## src/hdl/cfpd_pkg.sv

```systemverilog
// Constants, pin bundle and state types for the configuration port block
package cfpd_pkg;

  // ==========================================================
  // Timing
  localparam int CLK_PERIOD_NS = 40;
  localparam int CLEAR_TIME_NS = 1000;
  localparam int CLEAR_CYCLES =
    (CLEAR_TIME_NS + CLK_PERIOD_NS - 1) / CLK_PERIOD_NS;
  localparam int WAKE_TICK_NS = 320;
  localparam int WAKE_TICK_CYCLES = WAKE_TICK_NS / CLK_PERIOD_NS;
  localparam int WAKE_STEPS = 4;
  localparam int CNT_W = 8;

  // ==========================================================
  // Widths and codes
  localparam int DATA_W = 8;
  localparam int RB_DEPTH = 16;
  localparam int RB_AW = 4;
  localparam int IR_W = 8;
  localparam logic [IR_W-1:0] IR_CAPTURE_VAL = 8'h01;
  localparam logic [IR_W-1:0] IR_BYPASS_CODE = 8'hff;
  localparam logic [IR_W-1:0] IR_ISC_DISABLE_CODE = 8'h1e;
  localparam logic [DATA_W-1:0] DATA_RST = 8'h00;

  // ==========================================================
  // Pins sampled from outside the clock domain
  typedef struct packed {
    logic progReqN;
    logic portModeSel;
    logic configByteClock;
    logic selectN;
    logic readReq;
    logic initIn;
    logic doneIn;
    logic testClk;
    logic testModeSel;
    logic testDataIn;
    logic [DATA_W-1:0] data;
  } cfpd_pins_t;

  // Idle levels: request, select and init lines rest high
  localparam cfpd_pins_t PINS_RST = '{1'b1, 1'b0, 1'b0, 1'b1, 1'b0,
    1'b1, 1'b0, 1'b0, 1'b1, 1'b1, DATA_RST};

  // ==========================================================
  // State machines
  typedef enum logic [2:0] {
    CFG_USER, CFG_CLEAR, CFG_INIT_WAIT, CFG_LOAD, CFG_ERROR,
    CFG_RB_WAIT, CFG_RB_XFER
  } cfpd_cfg_state_t;

  typedef enum logic [3:0] {
    TAP_RESET, TAP_IDLE, TAP_SEL_DR, TAP_CAP_DR, TAP_SHIFT_DR,
    TAP_EXIT1_DR, TAP_PAUSE_DR, TAP_EXIT2_DR, TAP_UPD_DR,
    TAP_SEL_IR, TAP_CAP_IR, TAP_SHIFT_IR, TAP_EXIT1_IR,
    TAP_PAUSE_IR, TAP_EXIT2_IR, TAP_UPD_IR
  } cfpd_tap_state_t;

  // Standard test-port controller transitions
  function automatic cfpd_tap_state_t cfpd_tap_next(
      cfpd_tap_state_t s, logic tms);
    cfpd_tap_state_t n;
    n = TAP_RESET;
    case (s)
      TAP_RESET: n = tms ? TAP_RESET : TAP_IDLE;
      TAP_IDLE: n = tms ? TAP_SEL_DR : TAP_IDLE;
      TAP_SEL_DR: n = tms ? TAP_SEL_IR : TAP_CAP_DR;
      TAP_CAP_DR: n = tms ? TAP_EXIT1_DR : TAP_SHIFT_DR;
      TAP_SHIFT_DR: n = tms ? TAP_EXIT1_DR : TAP_SHIFT_DR;
      TAP_EXIT1_DR: n = tms ? TAP_UPD_DR : TAP_PAUSE_DR;
      TAP_PAUSE_DR: n = tms ? TAP_EXIT2_DR : TAP_PAUSE_DR;
      TAP_EXIT2_DR: n = tms ? TAP_UPD_DR : TAP_SHIFT_DR;
      TAP_UPD_DR: n = tms ? TAP_SEL_DR : TAP_IDLE;
      TAP_SEL_IR: n = tms ? TAP_RESET : TAP_CAP_IR;
      TAP_CAP_IR: n = tms ? TAP_EXIT1_IR : TAP_SHIFT_IR;
      TAP_SHIFT_IR: n = tms ? TAP_EXIT1_IR : TAP_SHIFT_IR;
      TAP_EXIT1_IR: n = tms ? TAP_UPD_IR : TAP_PAUSE_IR;
      TAP_PAUSE_IR: n = tms ? TAP_EXIT2_IR : TAP_PAUSE_IR;
      TAP_EXIT2_IR: n = tms ? TAP_UPD_IR : TAP_SHIFT_IR;
      TAP_UPD_IR: n = tms ? TAP_SEL_DR : TAP_IDLE;
      default: n = TAP_RESET;
    endcase
    return n;
  endfunction : cfpd_tap_next

endpackage : cfpd_pkg

```

## src/hdl/cfpd_readback_mem.sv

```systemverilog
// Small readback byte store with registered read data
module cfpd_readback_mem
  import cfpd_pkg::*;
(
  input wire logic clock,
  input wire logic rstn,
  input wire logic clkEn,
  input wire logic wrEn,
  input wire logic [RB_AW-1:0] wrAddr,
  input wire logic [DATA_W-1:0] wrData,
  input wire logic rdEn,
  input wire logic [RB_AW-1:0] rdAddr,
  output logic [DATA_W-1:0] rdData
);

  // ==========================================================
  // Storage
  logic [DATA_W-1:0] mem [RB_DEPTH];

  // Array left unreset so it maps onto plain RAM
  always_ff @(posedge clock) begin
    if (clkEn && wrEn) begin
      mem[wrAddr] <= wrData;
    end
  end

  // Read data always leaves through a register
  always_ff @(posedge clock or negedge rstn) begin
    if (!rstn) begin
      rdData <= DATA_RST;
    end else if (clkEn && rdEn) begin
      rdData <= mem[rdAddr];
    end
  end

endmodule : cfpd_readback_mem

```

## src/hdl/cfpd_config_port.sv

```systemverilog
// Byte-wide configuration port, test-port control and completion flags
//
// Contract
// - Keep setting holds pins in configuration role
// - Without keep, pins are user I/O idle
// - Low reconfig request reclaims pins in port mode
// - Byte clock honoured only while select low
// - Wake-up paced by byte clock or internal
// - Data bus active only while select low
// - Readback high makes data bus outputs
// - Init pulled low at start, released when ready
// - Init held low while reconfig request low in port mode
// - Loading waits until init line reads high
// - Init driven low on CRC failure
// - Readback rise enters readback wait state
// - Readback bytes start on next clock rise
// - Test controller moves on test clock fall
// - Test output released unless shifting
// - No test reset input exists
// - Two flags; volatile clear forces scan, done low
// - Disable instruction sets volatile flag in test mode, nvTarget low
// - Volatile flag set after CRC passes
// - Refresh copies nonvolatile flag to volatile
// - Nonvolatile flag set only by verified disable
// - Done pin open-drain, host may hold low
module cfpd_config_port
  import cfpd_pkg::*;
(
  input wire logic clock,
  input wire logic rstn,
  input wire logic clkEn,
  input wire logic keepConfigPins,
  input wire logic wakeUseByteClock,
  input wire logic progReqN,
  input wire logic portModeSel,
  input wire logic configByteClock,
  input wire logic selectN,
  input wire logic readReq,
  input wire logic [DATA_W-1:0] dataIn,
  output logic [DATA_W-1:0] dataOut,
  output logic dataOeN,
  input wire logic initIn,
  output logic initOut,
  output logic initOeN,
  input wire logic doneIn,
  output logic doneOut,
  output logic doneOeN,
  input wire logic testClk,
  input wire logic testModeSel,
  input wire logic testDataIn,
  output logic testDataOut,
  output logic testDataOeN,
  input wire logic crcCheckDone,
  input wire logic crcCheckPass,
  input wire logic nvTarget,
  input wire logic nvProgVerified,
  input wire logic rbWrEn,
  input wire logic [RB_AW-1:0] rbWrAddr,
  input wire logic [DATA_W-1:0] rbWrData,
  output logic [DATA_W-1:0] cfgByte,
  output logic cfgByteValid,
  output logic cfgPinsActive,
  output logic ioFromScan,
  output logic volatileComplete,
  output logic nonvolatileComplete,
  output logic wakeComplete
);

  // ==========================================================
  // Pin synchronisers and edge detection
  cfpd_pins_t pinsIn;
  cfpd_pins_t sync1Q;
  cfpd_pins_t sync2Q;
  cfpd_pins_t prevQ;

  assign pinsIn = '{progReqN, portModeSel, configByteClock, selectN,
    readReq, initIn, doneIn, testClk, testModeSel, testDataIn, dataIn};

  // Two stages before anything looks at a pin
  always_ff @(posedge clock or negedge rstn) begin
    if (!rstn) begin
      sync1Q <= PINS_RST;
      sync2Q <= PINS_RST;
      prevQ <= PINS_RST;
    end else if (clkEn) begin
      sync1Q <= pinsIn;
      sync2Q <= sync1Q;
      prevQ <= sync2Q;
    end
  end

  logic byteClkRise;
  logic progFall;
  logic progRise;
  logic readRise;
  logic testRise;
  logic testFall;

  // Byte clock counts only with select low
  assign byteClkRise = sync2Q.configByteClock & ~prevQ.configByteClock
    & ~sync2Q.selectN;
  assign progFall = prevQ.progReqN & ~sync2Q.progReqN;
  assign progRise = ~prevQ.progReqN & sync2Q.progReqN;
  assign readRise = sync2Q.readReq & ~prevQ.readReq;
  assign testRise = sync2Q.testClk & ~prevQ.testClk;
  assign testFall = ~sync2Q.testClk & prevQ.testClk;

  // ==========================================================
  // Configuration sequencer
  cfpd_cfg_state_t cfgStateQ;
  logic [CNT_W-1:0] clearCntQ;
  logic powerUpQ;
  logic startCfg;
  logic byteModeQ;

  // Power-up acts like a request once the first enabled cycle arrives
  always_ff @(posedge clock or negedge rstn) begin
    if (!rstn) begin
      powerUpQ <= 1'b1;
    end else if (clkEn) begin
      powerUpQ <= 1'b0;
    end
  end

  // Mode strap is only trusted once synchronised
  assign startCfg = (progFall | powerUpQ) & ~sync2Q.portModeSel;

  always_ff @(posedge clock or negedge rstn) begin
    if (!rstn) begin
      cfgStateQ <= CFG_USER;
      clearCntQ <= '0;
    end else if (clkEn) begin
      if (startCfg) begin
        cfgStateQ <= CFG_CLEAR;
        clearCntQ <= '0;
      end else begin
        case (cfgStateQ)
          CFG_USER: begin
            if (readRise && cfgPinsActive && sync2Q.readReq) begin
              cfgStateQ <= CFG_RB_WAIT;
            end
          end
          CFG_CLEAR: begin
            // Clearing cannot finish while the request is held low
            if (!sync2Q.progReqN) begin
              clearCntQ <= '0;
            end else if (clearCntQ == CNT_W'(CLEAR_CYCLES - 1)) begin
              cfgStateQ <= CFG_INIT_WAIT;
            end else begin
              clearCntQ <= clearCntQ + 1'b1;
            end
          end
          CFG_INIT_WAIT: begin
            // Host may keep the line low to postpone loading
            if (sync2Q.initIn) begin
              cfgStateQ <= CFG_LOAD;
            end
          end
          CFG_LOAD: begin
            if (crcCheckDone) begin
              cfgStateQ <= crcCheckPass ? CFG_USER : CFG_ERROR;
            end
          end
          CFG_ERROR: begin
            cfgStateQ <= CFG_ERROR; // left only by a new request
          end
          CFG_RB_WAIT: begin
            if (!sync2Q.readReq) begin
              cfgStateQ <= CFG_USER;
            end else if (!sync2Q.selectN) begin
              cfgStateQ <= CFG_RB_XFER;
            end
          end
          CFG_RB_XFER: begin
            if (!sync2Q.readReq) begin
              cfgStateQ <= CFG_USER;
            end
          end
          default: cfgStateQ <= CFG_USER;
        endcase
      end
    end
  end

  // ==========================================================
  // Pin role and bus direction
  logic cfgBusy;
  assign cfgBusy = (cfgStateQ == CFG_CLEAR) | (cfgStateQ == CFG_INIT_WAIT)
    | (cfgStateQ == CFG_LOAD) | (cfgStateQ == CFG_ERROR);

  // Keep setting wins; otherwise pins are only borrowed while busy
  always_ff @(posedge clock or negedge rstn) begin
    if (!rstn) begin
      cfgPinsActive <= 1'b1;
    end else if (clkEn) begin
      cfgPinsActive <= keepConfigPins
        | cfgBusy
        | (~sync2Q.portModeSel & ~sync2Q.progReqN);
    end
  end

  // Drive only when selected and reading back
  always_ff @(posedge clock or negedge rstn) begin
    if (!rstn) begin
      dataOeN <= 1'b1;
    end else if (clkEn) begin
      dataOeN <= ~(cfgPinsActive & ~sync2Q.selectN
        & sync2Q.readReq);
    end
  end

  // ==========================================================
  // Configuration byte capture
  always_ff @(posedge clock or negedge rstn) begin
    if (!rstn) begin
      cfgByte <= DATA_RST;
      cfgByteValid <= 1'b0;
    end else if (clkEn) begin
      cfgByteValid <= 1'b0;
      if (cfgStateQ == CFG_LOAD && byteClkRise && !sync2Q.readReq) begin
        cfgByte <= sync2Q.data;
        cfgByteValid <= 1'b1;
      end
    end
  end

  // ==========================================================
  // Readback path
  logic [RB_AW-1:0] rbAddrQ;
  logic rbRdEn;
  logic rbLoadQ;
  logic [DATA_W-1:0] rbRdData;

  assign rbRdEn = (cfgStateQ == CFG_RB_XFER) & byteClkRise;

  // Address restarts every time a readback begins
  always_ff @(posedge clock or negedge rstn) begin
    if (!rstn) begin
      rbAddrQ <= '0;
      rbLoadQ <= 1'b0;
    end else if (clkEn) begin
      rbLoadQ <= rbRdEn;
      if (cfgStateQ == CFG_RB_WAIT) begin
        rbAddrQ <= '0;
      end else if (rbRdEn) begin
        rbAddrQ <= rbAddrQ + 1'b1;
      end
    end
  end

  cfpd_readback_mem u_rbMem (
    .clock(clock),
    .rstn(rstn),
    .clkEn(clkEn),
    .wrEn(rbWrEn),
    .wrAddr(rbWrAddr),
    .wrData(rbWrData),
    .rdEn(rbRdEn),
    .rdAddr(rbAddrQ),
    .rdData(rbRdData)
  );

  // One byte per transfer onto the pins
  always_ff @(posedge clock or negedge rstn) begin
    if (!rstn) begin
      dataOut <= DATA_RST;
    end else if (clkEn && rbLoadQ) begin
      dataOut <= rbRdData;
    end
  end

  // ==========================================================
  // Test-port controller; no reset pin, TMS high five falls resets
  cfpd_tap_state_t tapStateQ;
  logic [IR_W-1:0] irShiftQ;
  logic bypassQ;
  logic iscDisable;
  cfpd_tap_state_t tapNext;

  assign tapNext = cfpd_tap_next(tapStateQ, sync2Q.testModeSel);

  // Stopped clock at either level simply produces no edges
  always_ff @(posedge clock or negedge rstn) begin
    if (!rstn) begin
      tapStateQ <= TAP_RESET;
    end else if (clkEn && testFall) begin
      tapStateQ <= tapNext;
    end
  end

  // Data paths shift on the opposite edge from state moves
  always_ff @(posedge clock or negedge rstn) begin
    if (!rstn) begin
      irShiftQ <= IR_BYPASS_CODE;
      bypassQ <= 1'b0;
    end else if (clkEn && testRise) begin
      case (tapStateQ)
        TAP_RESET: irShiftQ <= IR_BYPASS_CODE;
        TAP_CAP_IR: irShiftQ <= IR_CAPTURE_VAL;
        TAP_SHIFT_IR: irShiftQ <= {sync2Q.testDataIn, irShiftQ[IR_W-1:1]};
        TAP_CAP_DR: bypassQ <= 1'b0;
        TAP_SHIFT_DR: bypassQ <= sync2Q.testDataIn;
        default: bypassQ <= bypassQ;
      endcase
    end
  end

  assign iscDisable = clkEn & testFall & (tapStateQ == TAP_UPD_IR)
    & (irShiftQ == IR_ISC_DISABLE_CODE);

  // Follows the state entered, so the first captured bit leads
  always_ff @(posedge clock or negedge rstn) begin
    if (!rstn) begin
      testDataOut <= 1'b0;
      testDataOeN <= 1'b1;
    end else if (clkEn && testFall) begin
      testDataOut <= (tapNext == TAP_SHIFT_IR) ? irShiftQ[0] : bypassQ;
      testDataOeN <= ~((tapNext == TAP_SHIFT_IR)
        | (tapNext == TAP_SHIFT_DR));
    end
  end

  // ==========================================================
  // Completion flags
  logic crcPass;
  assign crcPass = (cfgStateQ == CFG_LOAD) & crcCheckDone & crcCheckPass;

  // Clear first, sets after, so a same-cycle set beats a clear; the refresh copy comes last and wins
  always_ff @(posedge clock or negedge rstn) begin
    if (!rstn) begin
      volatileComplete <= 1'b0;
    end else if (clkEn) begin
      if (progFall || startCfg) begin
        volatileComplete <= 1'b0;
      end
      if (crcPass) begin
        volatileComplete <= 1'b1;
      end
      if (iscDisable && sync2Q.portModeSel && !nvTarget) begin
        volatileComplete <= 1'b1;
      end
      if (progRise && sync2Q.portModeSel) begin
        volatileComplete <= nonvolatileComplete;
      end
    end
  end

  // Never touches the done pin; only reaches it through refresh
  always_ff @(posedge clock or negedge rstn) begin
    if (!rstn) begin
      nonvolatileComplete <= 1'b0;
    end else if (clkEn && iscDisable && nvTarget && nvProgVerified) begin
      nonvolatileComplete <= 1'b1;
    end
  end

  // ==========================================================
  // Open-drain pins; value held low, enable low pulls the line
  always_ff @(posedge clock or negedge rstn) begin
    if (!rstn) begin
      initOut <= 1'b0;
      initOeN <= 1'b1;
      doneOut <= 1'b0;
      doneOeN <= 1'b0;
      ioFromScan <= 1'b1;
    end else if (clkEn) begin
      initOut <= 1'b0;
      doneOut <= 1'b0;
      initOeN <= ~((cfgStateQ == CFG_CLEAR)
        | (~sync2Q.portModeSel & ~sync2Q.progReqN)
        | (cfgStateQ == CFG_ERROR));
      doneOeN <= volatileComplete;
      ioFromScan <= ~volatileComplete;
    end
  end

  // ==========================================================
  // Wake-up sequencer
  logic [CNT_W-1:0] tickCntQ;
  logic [CNT_W-1:0] wakeCntQ;
  logic intTick;
  logic wakeTick;

  // Internal pacing tick, free running
  always_ff @(posedge clock or negedge rstn) begin
    if (!rstn) begin
      tickCntQ <= '0;
    end else if (clkEn) begin
      if (tickCntQ == CNT_W'(WAKE_TICK_CYCLES - 1)) begin
        tickCntQ <= '0;
      end else begin
        tickCntQ <= tickCntQ + 1'b1;
      end
    end
  end

  assign intTick = tickCntQ == CNT_W'(WAKE_TICK_CYCLES - 1);
  assign wakeTick = wakeUseByteClock ? byteClkRise : intTick;

  // Host holding done low stalls the sequence
  always_ff @(posedge clock or negedge rstn) begin
    if (!rstn) begin
      wakeCntQ <= '0;
      wakeComplete <= 1'b0;
    end else if (clkEn) begin
      if (!volatileComplete) begin
        wakeCntQ <= '0;
        wakeComplete <= 1'b0;
      end else if (sync2Q.doneIn && wakeTick && !wakeComplete) begin
        if (wakeCntQ == CNT_W'(WAKE_STEPS - 1)) begin
          wakeComplete <= 1'b1;
        end else begin
          wakeCntQ <= wakeCntQ + 1'b1;
        end
      end
    end
  end

endmodule : cfpd_config_port

```

## config.mk

```make
export PLATFORM = sky130hd
export DESIGN_NAME = cfpd_config_port
export DESIGN_NICKNAME = d
export VERILOG_FILES = /design/src/hdl/cfpd_pkg.sv /design/src/hdl/cfpd_readback_mem.sv /design/src/hdl/cfpd_config_port.sv
export SDC_FILE = /design/constraint.sdc
export NUM_CORES = 1
export LEC_CHECK = 0
export ABC_AREA = 1
export BUFFER_PORTS_ARGS = -buffer_cell sky130_fd_sc_hd__buf_2
export CAP_MARGIN = 20
export CORE_MARGIN = 3
export CORE_UTILIZATION = 45
export DETAILED_ROUTE_END_ITERATION = 8
export GPL_TIMING_DRIVEN = 0
export PLACE_DENSITY = 0.59
export SLEW_MARGIN = 15
export SYNTH_ARGS = -nofsm -noshare
export SYNTH_HDL_FRONTEND = slang
export SYNTH_SLANG_ARGS = --single-unit
```

## constraint.sdc

```tcl
create_clock -name clock -period 2 [get_ports clock]
set_input_delay 0 -clock clock [delete_from_list [all_inputs] [get_ports clock]]
set_output_delay 0 -clock clock [all_outputs]
set_load 0.005 [all_outputs]
```

==> summary.txt, run 1 <==
Outcome
  – Status: completed

Clock tree
  – TritonCTS clock tree: done
  – # H-tree levels: 1
  – Clk sinks: 249
  – Worst-Skew Late Latency: 0.54 ns
  – Setup Buffers After CTS: 0
  – CTS max path bufs: 3
  – Clock root buffer: clkbuf_16
  – Worst-path clk slew: 0.06 ns
  – Num CTS Buffers: 27

STA
  – Max Freq: 0.533 GHz
  – Period utilisation layout: 93.8%
  – Max-slew violation count: 0
  – Slew @ Worst Pin: 0.830 ns
  – Final setup fails: 0
  – Min cycle time layout: 1.88 ns
  – Rel. slew slack: 44.5%
  – Worst Skew: 0.00914 ns
  – Final hold violation count: 0
  – RSZ-0062 raised after global routing: false

Synth
  – Post-Synth Adder-Cell Area: 0.575%
  – Largest family of logic cells by synthesized area: simple AND/OR/NAND/NOR gates
  – Primary FF master, synth: edfxtp_1
  – Register area share after synthesis: 63.4%
  – Xor/xnor share of the synthesized area: 0.885%
  – Async S/R FF share, synth: 48.6%
  – Synth cell types: 44
  – Mapped Cells: 1102
  – Simple-Gate Fraction of Synth Area: 20.2%
  – Post-synthesis average cell area: 9.87 sq um
  – Flops & latches, synth: 249
  – Mux share of post-synthesis cell area: 0.828%
  – Yosys warnings: 0
  – Post-synth EDFFs: 128
  – Post-Syn Area: 10900 sq um
  – Compound-Gate Fraction of Synth Area: 9.04%

Final layout
  – Final net count: 1284
  – Area Overhead vs Synth: 18.1%
  – Final Instance Area: 12900 sq um
  – Antenna cell count: 0
  – Share of layout cells above drive strength 1: 14.2%
  – Final non-filler cell total: 1576

Drt
  – DR iter-0 viols: 567
  – Final ANT Viol Nets: 0
  – DR WL/cell: 16.6 um
  – Via density: 5.10
  – Pre-antenna DRT Iters: 5
  – Routed Wire Length: 26200 um
  – Via count: 8032
  – Drc violations: 0

Pwr
  – PwrDens: 1110 nW/um^2
  – Max VDD drop: 0.708 mV
  – Tot Pwr: 0.0143 W
  – Leak Pwr: 5.49 nW

Placed design
  – Global placement routability congestion: 0.860
  – Cells after DPL: 1489
  – Placed Area: 11600 sq um
  – Hpwl dp: 17600 um
  – Port buffer count: 66

Floorplanning
  – Initial core utilization: 46.1%
  – DIE WIDTH: 162 um
  – # IOs: 69
  – Row cnt: 56
  – Die area: 26100 sq um
  – Die extent in y: 162 um
  – Core Footprint: 23600 sq um

Global routing
  – Total grt overflow: 0
  – Vias in the first global route: 7967
  – First-pass GRT wire length: 42300 um
  – Gr usage total: 20.4%
  – Largest net degree at the start of global routing: 76
  – Initial antenna violation count: 0

Critical path
  – R2R depth: 8
  – FF-to-FF End: u_rbMem.rdData[6]
  – Worst Setup End Kind: flop
  – Reg2Reg Setup Slack: 0.12 ns
  – Critical path class: reg -> reg
  – Worst EP arrival: 2.31 ns
  – Critical R2R Launch: rbAddrQ[0]
  – Critical Path RT: 2.43 ns
  – Crit path max fanout: 10
  – Crit path launch type: flop

Min path
  – Worst Hold Endpoint: clearCntQ[5]
  – Hold_sp: clkEn
  – Hold Path Cell Cnt: 5
  – Tightest Hold Check Type: in -> reg

Flow run
  – Max-Cap Viols: 0
## Yosys cell counts (2+ instances only)
cell type | count | share of area (%)
xor2_1 | 8 | 0.64
nand4_1 | 9 | 0.52
nor2_1 | 178 | 6.1
inv_2 | 4 | 0.14
nor3_1 | 17 | 0.78
nand3_1 | 59 | 2.7
o211ai_1 | 33 | 2.3
clkinv_1 | 3 | 0.10
buf_2 | 11 | 0.51
clkbuf_1 | 19 | 0.66
a21oi_1 | 9 | 0.41
nor2_2 | 2 | 0.11
edfxtp_1 | 128 | 35
xnor2_1 | 3 | 0.24
buf_4 | 7 | 0.48
o21ai_1 | 5 | 0.23
o21ai_0 | 113 | 5.2
nand2_1 | 252 | 8.7
nor3_4 | 2 | 0.30
inv_1 | 72 | 2.5
a22oi_1 | 3 | 0.21
ha_1 | 5 | 0.57
buf_6 | 4 | 0.41
dfrtp_1 | 96 | 22
dfstp_2 | 25 | 6.0
nor3b_1 | 6 | 0.41
buf_1 | 5 | 0.17
mux2_2 | 8 | 0.83
## how the worst max path moves through the flow
stage / start / to / slack (ns) / cells after the start
6_report: rbAddrQ[0] / u_rbMem.rdData[6] / 0.12 / 8
5_1_grt: rbAddrQ[1] / u_rbMem.rdData[3] / 0.02 / 8
4_1_cts: rbAddrQ[0] / u_rbMem.rdData[1] / 0.1 / 8
3_5_place_dp: clkEn / u_rbMem.mem[11][0] / -0.03 / 7
3_3_place_gp: rstn / dataOut[2] / -0.68 / 1
2_1_floorplan: wakeCntQ[0] / wakeCntQ[2] / 0.50 / 9
## sequential cells by signal, summed over array words and instances (netlist names), 3 cells and up
name            cells
sync1Q             18
cfgStateQ           3
tickCntQ            8
u_rbMem.rdData      8
prevQ               4
cfgByte             8
irShiftQ            8
tapStateQ           4
wakeCntQ            8
rbAddrQ             4
clearCntQ           8
u_rbMem.mem       128
sync2Q             18
dataOut             8
## metal layers
layer / vias to the layer above / routed length, um / GRT usage (%)
met5: - / 0 / 0
met4: 0 / 804 / 6.37
met3: 47 / 995 / 2.85
met2: 164 / 12500 / 34.3
met1: 3849 / 11900 / 27.5
li1: 3972 / - / -
## report_power, final
part           internal, W  switching, W
sequential         0.00604      0.000413
combinational      0.00114       0.00222
clock              0.00253       0.00198
total              0.00971       0.00461
## cell type report
type / count / area [sq um]
multi-input combinational: 729 / 3440
clock inverter: 10 / 65.1
timing repair buffer: 107 / 774
sequential: 249 / 6900
buffer: 46 / 250
inverter: 79 / 297
clock buffer: 37 / 723
tap: 319 / 399
fill: 2164 / 10800
## cells by family (layout without fill, tap and decap cells)
family	after synthesis	after routing
buffers and inverters	125	279
flip-flops	249	249
XOR/XNOR	11	11
other	1	2
AO/OA/AOI/OAI	171	171
adder cells (fa/ha/maj)	5	5
AND/OR/NAND/NOR	532	532
multiplexers	8	8
## timing repair
| item | in CTS | in global routing |
|---|---|---|
| gates resized for setup | 0 | 9 |
| setup endpoints to repair | 0 | 5 |
| hold buffers | 40 | 0 |
| hold endpoints to repair | 256 | 0 |
## stage by stage
| stage | setup slack [ns] | util [%] | hold slack (ns) | setup TNS [ns] |
|---|---|---|---|---|
| finish | 0.125 | 54.4 | 0.0236 | 0 |
| detailed placement | -0.0264 | 49.3 | -0.0333 | -0.333 |
| floorplan | 0.502 | - | -0.296 | 0 |
| global route | 0.0213 | 54.4 | 0.0497 | 0 |
| global placement | -0.680 | 49.2 | 0.207 | -64.09 |
| CTS | 0.0953 | 54.4 | 0.0204 | 0 |
## cell usage in the layout (no fill, tap or decap), types with 17 or more instances in the layout
master and count:
clkbuf_16 27, clkbuf_1 24, edfxtp_1 128, o21ai_0 113
nand2_1 252, dfrtp_1 96, nand3_1 59, o211ai_1 33
dfstp_2 25, buf_2 75, nor2_1 178, nor3_1 17
inv_1 72, dlygate4sd3_1 39
## worst max-delay path, stage by stage, from the launching register on
cell	delay, ns
dfrtp_1	0.46
inv_2	0.16
clkbuf_2	0.22
o21ai_0	0.36
o211ai_1	0.25
nand3_1	0.14
nand2_1	0.07
nand2_1	0.06
nand2_1	0.04
No activity file was read; power rests on OpenSTA's default activity.
==> run 2: changes to the inputs <==
--- a/config.mk
+++ b/config.mk
@@ -15,2 +15,3 @@
 export PLACE_DENSITY = 0.59
+export REMOVE_ABC_BUFFERS = 1
 export SLEW_MARGIN = 15
==> constraint.sdc (replaced) <==
create_clock -name clock -period 1.9 [get_ports clock]
set_input_delay 0 -clock clock [delete_from_list [all_inputs] [get_ports clock]]
set_output_delay 0 -clock clock [all_outputs]
set_load 0.1 [all_outputs]
==> run 2 against run 1 <==
Net effect:
- die area is the same
- count of clock-buffer cells in the layout is 1 lower
- critical path depth unchanged
- critical path type unchanged
- largest cell class unchanged
==> summary.txt, run 2 (synthesis gave the netlist of run 1 again) <==
Outcome
  – Status: completed

Clock tree
  – TritonCTS clock tree: done
  – CTS max path bufs: 3 (unchanged)
  – Clock root buffer: clkbuf_16
  – Num CTS Buffers: 27 (unchanged)
  – Worst-Skew Late Latency: 0.54 ns (about the same)
  – Worst-path clk slew: 0.06 ns (about the same)
  – Clk sinks: 249 (unchanged)
  – # H-tree levels: 1 (unchanged)

Critical path
  – Worst Setup End Kind: flop
  – CP endpoint: clearCntQ[1]
  – Critical path class: reg -> reg
  – Reg2Reg Setup Slack: 0.12 ns (about the same)
  – Crit path max fanout: 16 (+6)
  – Worst EP arrival: 2.18 ns (-0.13 ns)
  – Worst setup path startpoint: sync2Q[17]
  – Critical Path RT: 2.30 ns (-0.13 ns)
  – Crit path launch type: flop
  – Critical R2R Launch: sync2Q[17]
  – R2R depth: 8 (unchanged)
  – FF-to-FF End: clearCntQ[1]

Flow run
  – Max-Cap Viols: 0 (unchanged)

Drt
  – Routed Wire Length: 23500 um (-10%)
  – Via density: 5.05 (-0.95%)
  – Drc violations: 0 (unchanged)
  – Via count: 7809 (-2.8%)
  – DR WL/cell: 15.2 um (-8.6%)
  – Final ANT Viol Nets: 0 (unchanged)
  – Pre-antenna DRT Iters: 5 (unchanged)
  – DR iter-0 viols: 586 (+3.4%)

STA
  – Rel. slew slack: 28.6% (-16 points)
  – Final setup fails: 0 (unchanged)
  – Worst Skew: 0.0139 ns (+0.00478 ns)
  – Period utilisation layout: 93.7% (about the same)
  – Slew @ Worst Pin: 1.07 ns (+0.237 ns)
  – Max Freq: 0.562 GHz (+5.3%)
  – PnR worst setup slack: 0.120 ns (-0.00546 ns)
  – Max-slew violation count: 0 (unchanged)
  – Min cycle time layout: 1.78 ns (-0.0945 ns)
  – Final hold violation count: 0 (unchanged)

Final layout
  – Final Instance Area: 12900 sq um (+0.72%)
  – Core Util, Final: 54.8% (+0.39 points)
  – Largest Register: u_rbMem.mem
  – Regs by FF count: u_rbMem.mem x128, sync1Q x18, sync2Q x18
  – Share of layout cells above drive strength 1: 15.1% (+0.99 points)
  – Antenna cell count: 0 (unchanged)
  – Final net count: 1252 (-2.5%)
  – Commonest non-fill, non-tap cell in the layout: nand2_1
  – Max reg flops: 128 (unchanged)
  – Area Overhead vs Synth: 19.0%
  – Most frequent cells in the layout: 252 x nand2_1, 177 x nor2_1, 128 x edfxtp_1, 113 x o21ai_0, 92 x dfrtp_1
  – Final non-filler cell total: 1547 (-1.8%)

Pwr
  – Leak Pwr: 5.49 nW (about the same)
  – Tot Pwr: 0.0163 W (+14%)
  – Flop pwr share: 42.8% (-2.3 points)
  – Combinational share of power: 24.2% (+0.7 points)
  – Sw Pwr: 0.00555 W (+20%)
  – PwrDens: 1260 nW/um^2 (+13%)
  – Sw Share: 34.0% (+1.8 points)
  – Max VDD drop: 0.721 mV (+1.8%)
  – Pint: 0.0108 W (+11%)
  – Clock Power Share: 33.0% (+1.5 points)

Floorplanning
  – Row cnt: 56 (unchanged)
  – Die extent in y: 162 um (unchanged)
  – DIE WIDTH: 162 um (unchanged)
  – Initial core utilization: 46.1% (unchanged)
  – Core Footprint: 23600 sq um (unchanged)
  – Die area: 26100 sq um (unchanged)
  – # IOs: 69 (unchanged)

Global routing
  – First-pass GRT wire length: 38800 um (-8.3%)
  – Largest net degree at the start of global routing: 78 (+2.6%)
  – Total grt overflow: 0 (unchanged)
  – Vias in the first global route: 7644 (-4.1%)
  – Initial antenna violation count: 0 (unchanged)
  – Gr usage total: 18.2% (-2.2 points)

Placed design
  – Global placement routability congestion: 0.877 (+2.0%)
  – Port buffer count: 66 (unchanged)
  – Post-Place Worst Slack: -0.726 ns (-0.700 ns)
  – Hpwl dp: 14400 um (-18%)
  – Placed Area: 11500 sq um (-1.6%)
  – Cells after DPL: 1445 (-3.0%)

Min path
  – Tightest Hold Check Type: in -> reg
run 2: cell types whose count changed in the layout (fill, tap and decap cells not counted), sizes merged:
cell      change
buf          -12
clkinvlp      +4
clkbuf       -21
clkinv        -3
bufinv        +3
run 2: power by group through the flow:
| stage | combinational (W) | sequential [W] | clock, W |
|---|---|---|---|
| 3_5_place_dp | 0.00372 | 0.00713 | 0 |
| 3_3_place_gp | 0.00355 | 0.00722 | 0 |
| 5_1_grt | 0.00446 | 0.00707 | 0.00571 |
| 4_1_cts | 0.00388 | 0.00702 | 0.00551 |
| 6_report | 0.00395 | 0.00698 | 0.00540 |
| 2_1_floorplan | 0.00202 | 0.00770 | 0 |
run 2: repair_timing:
| action | 4_1_cts | 5_1_grt |
|---|---|---|
| pin swaps | 0 | 2 |
| endpoints found under the setup margin | 12 | 25 |
| hold endpoints to repair | 261 | 0 |
| hold buffers | 40 | 0 |
| resized for setup | 10 | 7 |
| buffers inserted | 1 | 11 |
run 2: worst min-delay path by stage:
stage	depth (start not counted)	start	slack, ns	end
final	3	clkEn	0.004	sync1Q[17]
after CTS	3	clkEn	0.003	sync1Q[17]
after global routing	3	clkEn	0.05	sync2Q[14]
after detailed placement	1	rstn	-0.04	tapStateQ[0]
after global placement	3	dataIn[4]	0.20	sync1Q[4]
after floorplan	0	rstn	-0.30	bypassQ
run 2: per-layer routing:
metal / wire [um] / track usage (%)
met1: 10700 / 25.1
met5: 0 / 0
met3: 862 / 2.54
met2: 11400 / 30.3
met4: 558 / 4.89
run 2: worst max-delay path, stage by stage (launching register included):
cell	delay, ns
dfstp_2	0.58
clkinvlp_4	0.16
buf_4	0.18
nor3_1	0.18
nand2_1	0.07
nand2_1	0.10
a21oi_4	0.12
nand3b_1	0.14
o21ai_0	0.11
run 2: cell type report:
type / count / area (sq um)
Clock buffer: 36 / 764
Clock inverter: 14 / 170
Fill cell: 2067 / 10700
Inverter: 79 / 320
Multi-Input combinational cell: 729 / 3470
Sequential cell: 249 / 6910
Tap cell: 319 / 399
Timing Repair Buffer: 121 / 915
run 2: stage by stage:
| stage | hold slack [ns] | TNS (ns) |
|---|---|---|
| floorplan | -0.296 | -5.09 |
| global placement | 0.203 | -211.07 |
| detailed placement | -0.0448 | -44.40 |
| CTS | 0.00343 | 0 |
| global route | 0.0473 | -0.0157 |
| finish | 0.00393 | 0 |
==> run 3: changes to the inputs <==
clock period = 2.3 ns   (was 1.9 ns; I/O delays follow)
==> run 3 against run 2 <==
Net effect:
- clock skew about the same
- non-clock buffer count decreased by 12
- final area decreased by 1.0%
- count of clock-buffer cells in the layout unchanged
- wire length decreased by 0.47%
- sequential cell count unchanged
- clock power decreased by 18%
- critical path type unchanged
- largest power group unchanged
==> summary.txt, run 3 (synthesis gave the netlist of run 1 again) <==
Pwr
  – Sw Share: 34.0% (about the same)
  – Tot Pwr: 0.0134 W (-18%)
  – Pint: 0.00885 W (-18%)
  – Combinational share of power: 23.4% (-0.8 points)
  – Flop pwr share: 43.4% (+0.6 points)
  – PwrDens: 1050 nW/um^2 (-17%)
  – Sw Pwr: 0.00455 W (-18%)
  – Leak Pwr: 5.43 nW (-1.2%)
  – Clock Power Share: 33.2% (+0.2 points)
  – Max VDD drop: 0.596 mV (-17%)

Critical path
  – Crit path launch type: flop
  – Worst EP arrival: 2.57 ns (+0.39 ns)
  – Crit path max fanout: 64 (+48)
  – Critical Path RT: 2.78 ns (+0.48 ns)
  – Worst Setup End Kind: flop
  – Critical path class: reg -> reg

Placed design
  – Port buffer count: 66 (unchanged)
  – Cells after DPL: 1445 (unchanged)
  – Placed Area: 11500 sq um (unchanged)
  – Hpwl dp: 14400 um (unchanged)
  – Post-Place Worst Slack: -0.326 ns (+0.400 ns)
  – Global placement routability congestion: 0.877 (unchanged)

Global routing
  – Vias in the first global route: 7626 (-0.24%)
  – Largest net degree at the start of global routing: 78 (unchanged)
  – Initial antenna violation count: 0 (unchanged)
  – Total grt overflow: 0 (unchanged)
  – First-pass GRT wire length: 38700 um (-0.27%)
  – Gr usage total: 18.1% (-0.061 points)

Floorplanning
  – DIE WIDTH: 162 um (unchanged)
  – Row cnt: 56 (unchanged)
  – Die area: 26100 sq um (unchanged)
  – Core Footprint: 23600 sq um (unchanged)
  – # IOs: 69 (unchanged)
  – Initial core utilization: 46.1% (unchanged)
  – Die extent in y: 162 um (unchanged)

STA
  – Rel. slew slack: 28.5% (-0.084 points)
  – Min cycle time layout: 2.10 ns (+0.316 ns)
  – Final setup fails: 0 (unchanged)
  – RSZ-0062 raised after global routing: false
  – Final hold violation count: 0 (unchanged)
  – Worst Skew: 0.0142 ns (+0.000277 ns)
  – PnR worst setup slack: 0.203 ns (+0.0839 ns)
  – Max-slew violation count: 0 (unchanged)
  – Slew @ Worst Pin: 1.07 ns (+0.00125 ns)
  – Period utilisation layout: 91.2% (-2.6 points)
  – Max Freq: 0.477 GHz (-15%)

Final layout
  – # fillers: 2076 (+0.44%)
  – Core Util, Final: 54.3% (-0.56 points)
  – Area Overhead vs Synth: 17.8%
  – Final non-filler cell total: 1535 (-0.78%)
  – Antenna cell count: 0 (unchanged)
  – Final net count: 1240 (-0.96%)
  – Share of layout cells above drive strength 1: 13.9% (-1.2 points)
  – Most frequent cells in the layout: 252 x nand2_1, 178 x nor2_1, 128 x edfxtp_1, 113 x o21ai_0, 94 x dfrtp_1
  – Largest Register: u_rbMem.mem
  – Final Instance Area: 12800 sq um (-1.0%)
  – Max reg flops: 128 (unchanged)
  – Regs by FF count: u_rbMem.mem x128, sync1Q x18, sync2Q x18
  – Commonest non-fill, non-tap cell in the layout: nand2_1

Clock tree
  – Clock root buffer: clkbuf_16
  – Num CTS Buffers: 27 (unchanged)
  – Clk sinks: 249 (unchanged)
  – Worst-Skew Late Latency: 0.55 ns (about the same)
  – Worst-path clk slew: 0.06 ns (about the same)
  – # H-tree levels: 1 (unchanged)
  – CTS max path bufs: 3 (unchanged)
  – TritonCTS clock tree: done
  – Setup Buffers After CTS: 0 (-1)

Drt
  – Routed Wire Length: 23400 um (-0.47%)
  – DR WL/cell: 15.3 um (+0.31%)
  – Final ANT Viol Nets: 0 (unchanged)
  – Via density: 5.04 (-0.11%)
  – Pre-antenna DRT Iters: 5 (unchanged)
  – Via count: 7740 (-0.88%)
  – DR iter-0 viols: 480 (-18%)
  – Drc violations: 0 (unchanged)

Min path
  – Tightest Hold Check Type: in -> reg

Flow run
  – Max-Cap Viols: 0 (unchanged)

Outcome
  – Status: completed
[run 3: changes by cell type in the layout (fill, tap and decap cells not counted), sizes merged]
cell      change
clkinv        +1
clkinvlp      -1
buf          -12
[run 3: worst paths after layout]
| kind | startpoint | endpoint | slack (ns) | depth (start not counted) |
|---|---|---|---|---|
| hold / removal | clkEn | sync1Q[17] | 0.02 | 3 |
| max in group asynchronous | rstn | sync1Q[14] | 1.79 | 3 |
| setup reg to reg | rbAddrQ[0] | u_rbMem.rdData[6] | 0.20 | 8 |
| min in group asynchronous | rstn | testDataOeN | 0.08 | 2 |
| hold reg to reg | powerUpQ | powerUpQ | 0.46 | 2 |
| setup / recovery | rbAddrQ[0] | u_rbMem.rdData[6] | 0.20 | 8 |
[run 3: layout make-up]
type | instances | area (sq um) | share of cell area [%]
Sequential cell | 249 | 6910 | 53.9
Multi-Input combinational cell | 729 | 3440 | 26.9
Timing Repair Buffer | 109 | 825 | 6.43
Clock buffer | 36 | 764 | 5.97
Tap cell | 319 | 399 | 3.11
Inverter | 79 | 305 | 2.38
Clock inverter | 14 | 170 | 1.33
[run 3: power by group through the flow]
stage          Combinational (W)  Sequential [W]  Clock, W
3_3_place_gp             0.00293         0.00596         0
2_1_floorplan            0.00166         0.00636         0
4_1_cts                  0.00316         0.00582   0.00455
6_report                 0.00314         0.00581   0.00445
3_5_place_dp             0.00308         0.00589         0
5_1_grt                  0.00354         0.00589   0.00472
[run 3: layer usage]
layer	vias up	global-route usage, %	wire length, um
li1	3877	-	-
met1	3706	25.1	10800
met2	120	30.1	11200
met3	37	2.54	793
met4	0	4.89	556
met5	-	0	0
[run 3: stage by stage]
step,setup TNS [ns],hold WS [ns]
after floorplan,-1.88,-0.296
after global placement,-91.67,0.203
after detailed placement,-2.28,-0.0448
after CTS,0,0.00343
after global routing,0,0.0516
final,0,0.0176
[run 3: repair_timing]
| action | 4_1_cts | 5_1_grt |
|---|---|---|
| endpoints found under the setup margin | 8 | 9 |
| hold buffers | 40 | 0 |
| gates resized for setup | 2 | 4 |
| hold endpoints to repair | 261 | 0 |
[run 3: critical path, cell delays in order, from the launching register on]
cell and delay, ns:
dfrtp_4 0.63, buf_12 0.24, inv_6 0.37, nor2_1 0.08
o211ai_1 0.25, nand3_1 0.16, nand2_1 0.13, nand2_1 0.07
nand2_1 0.06
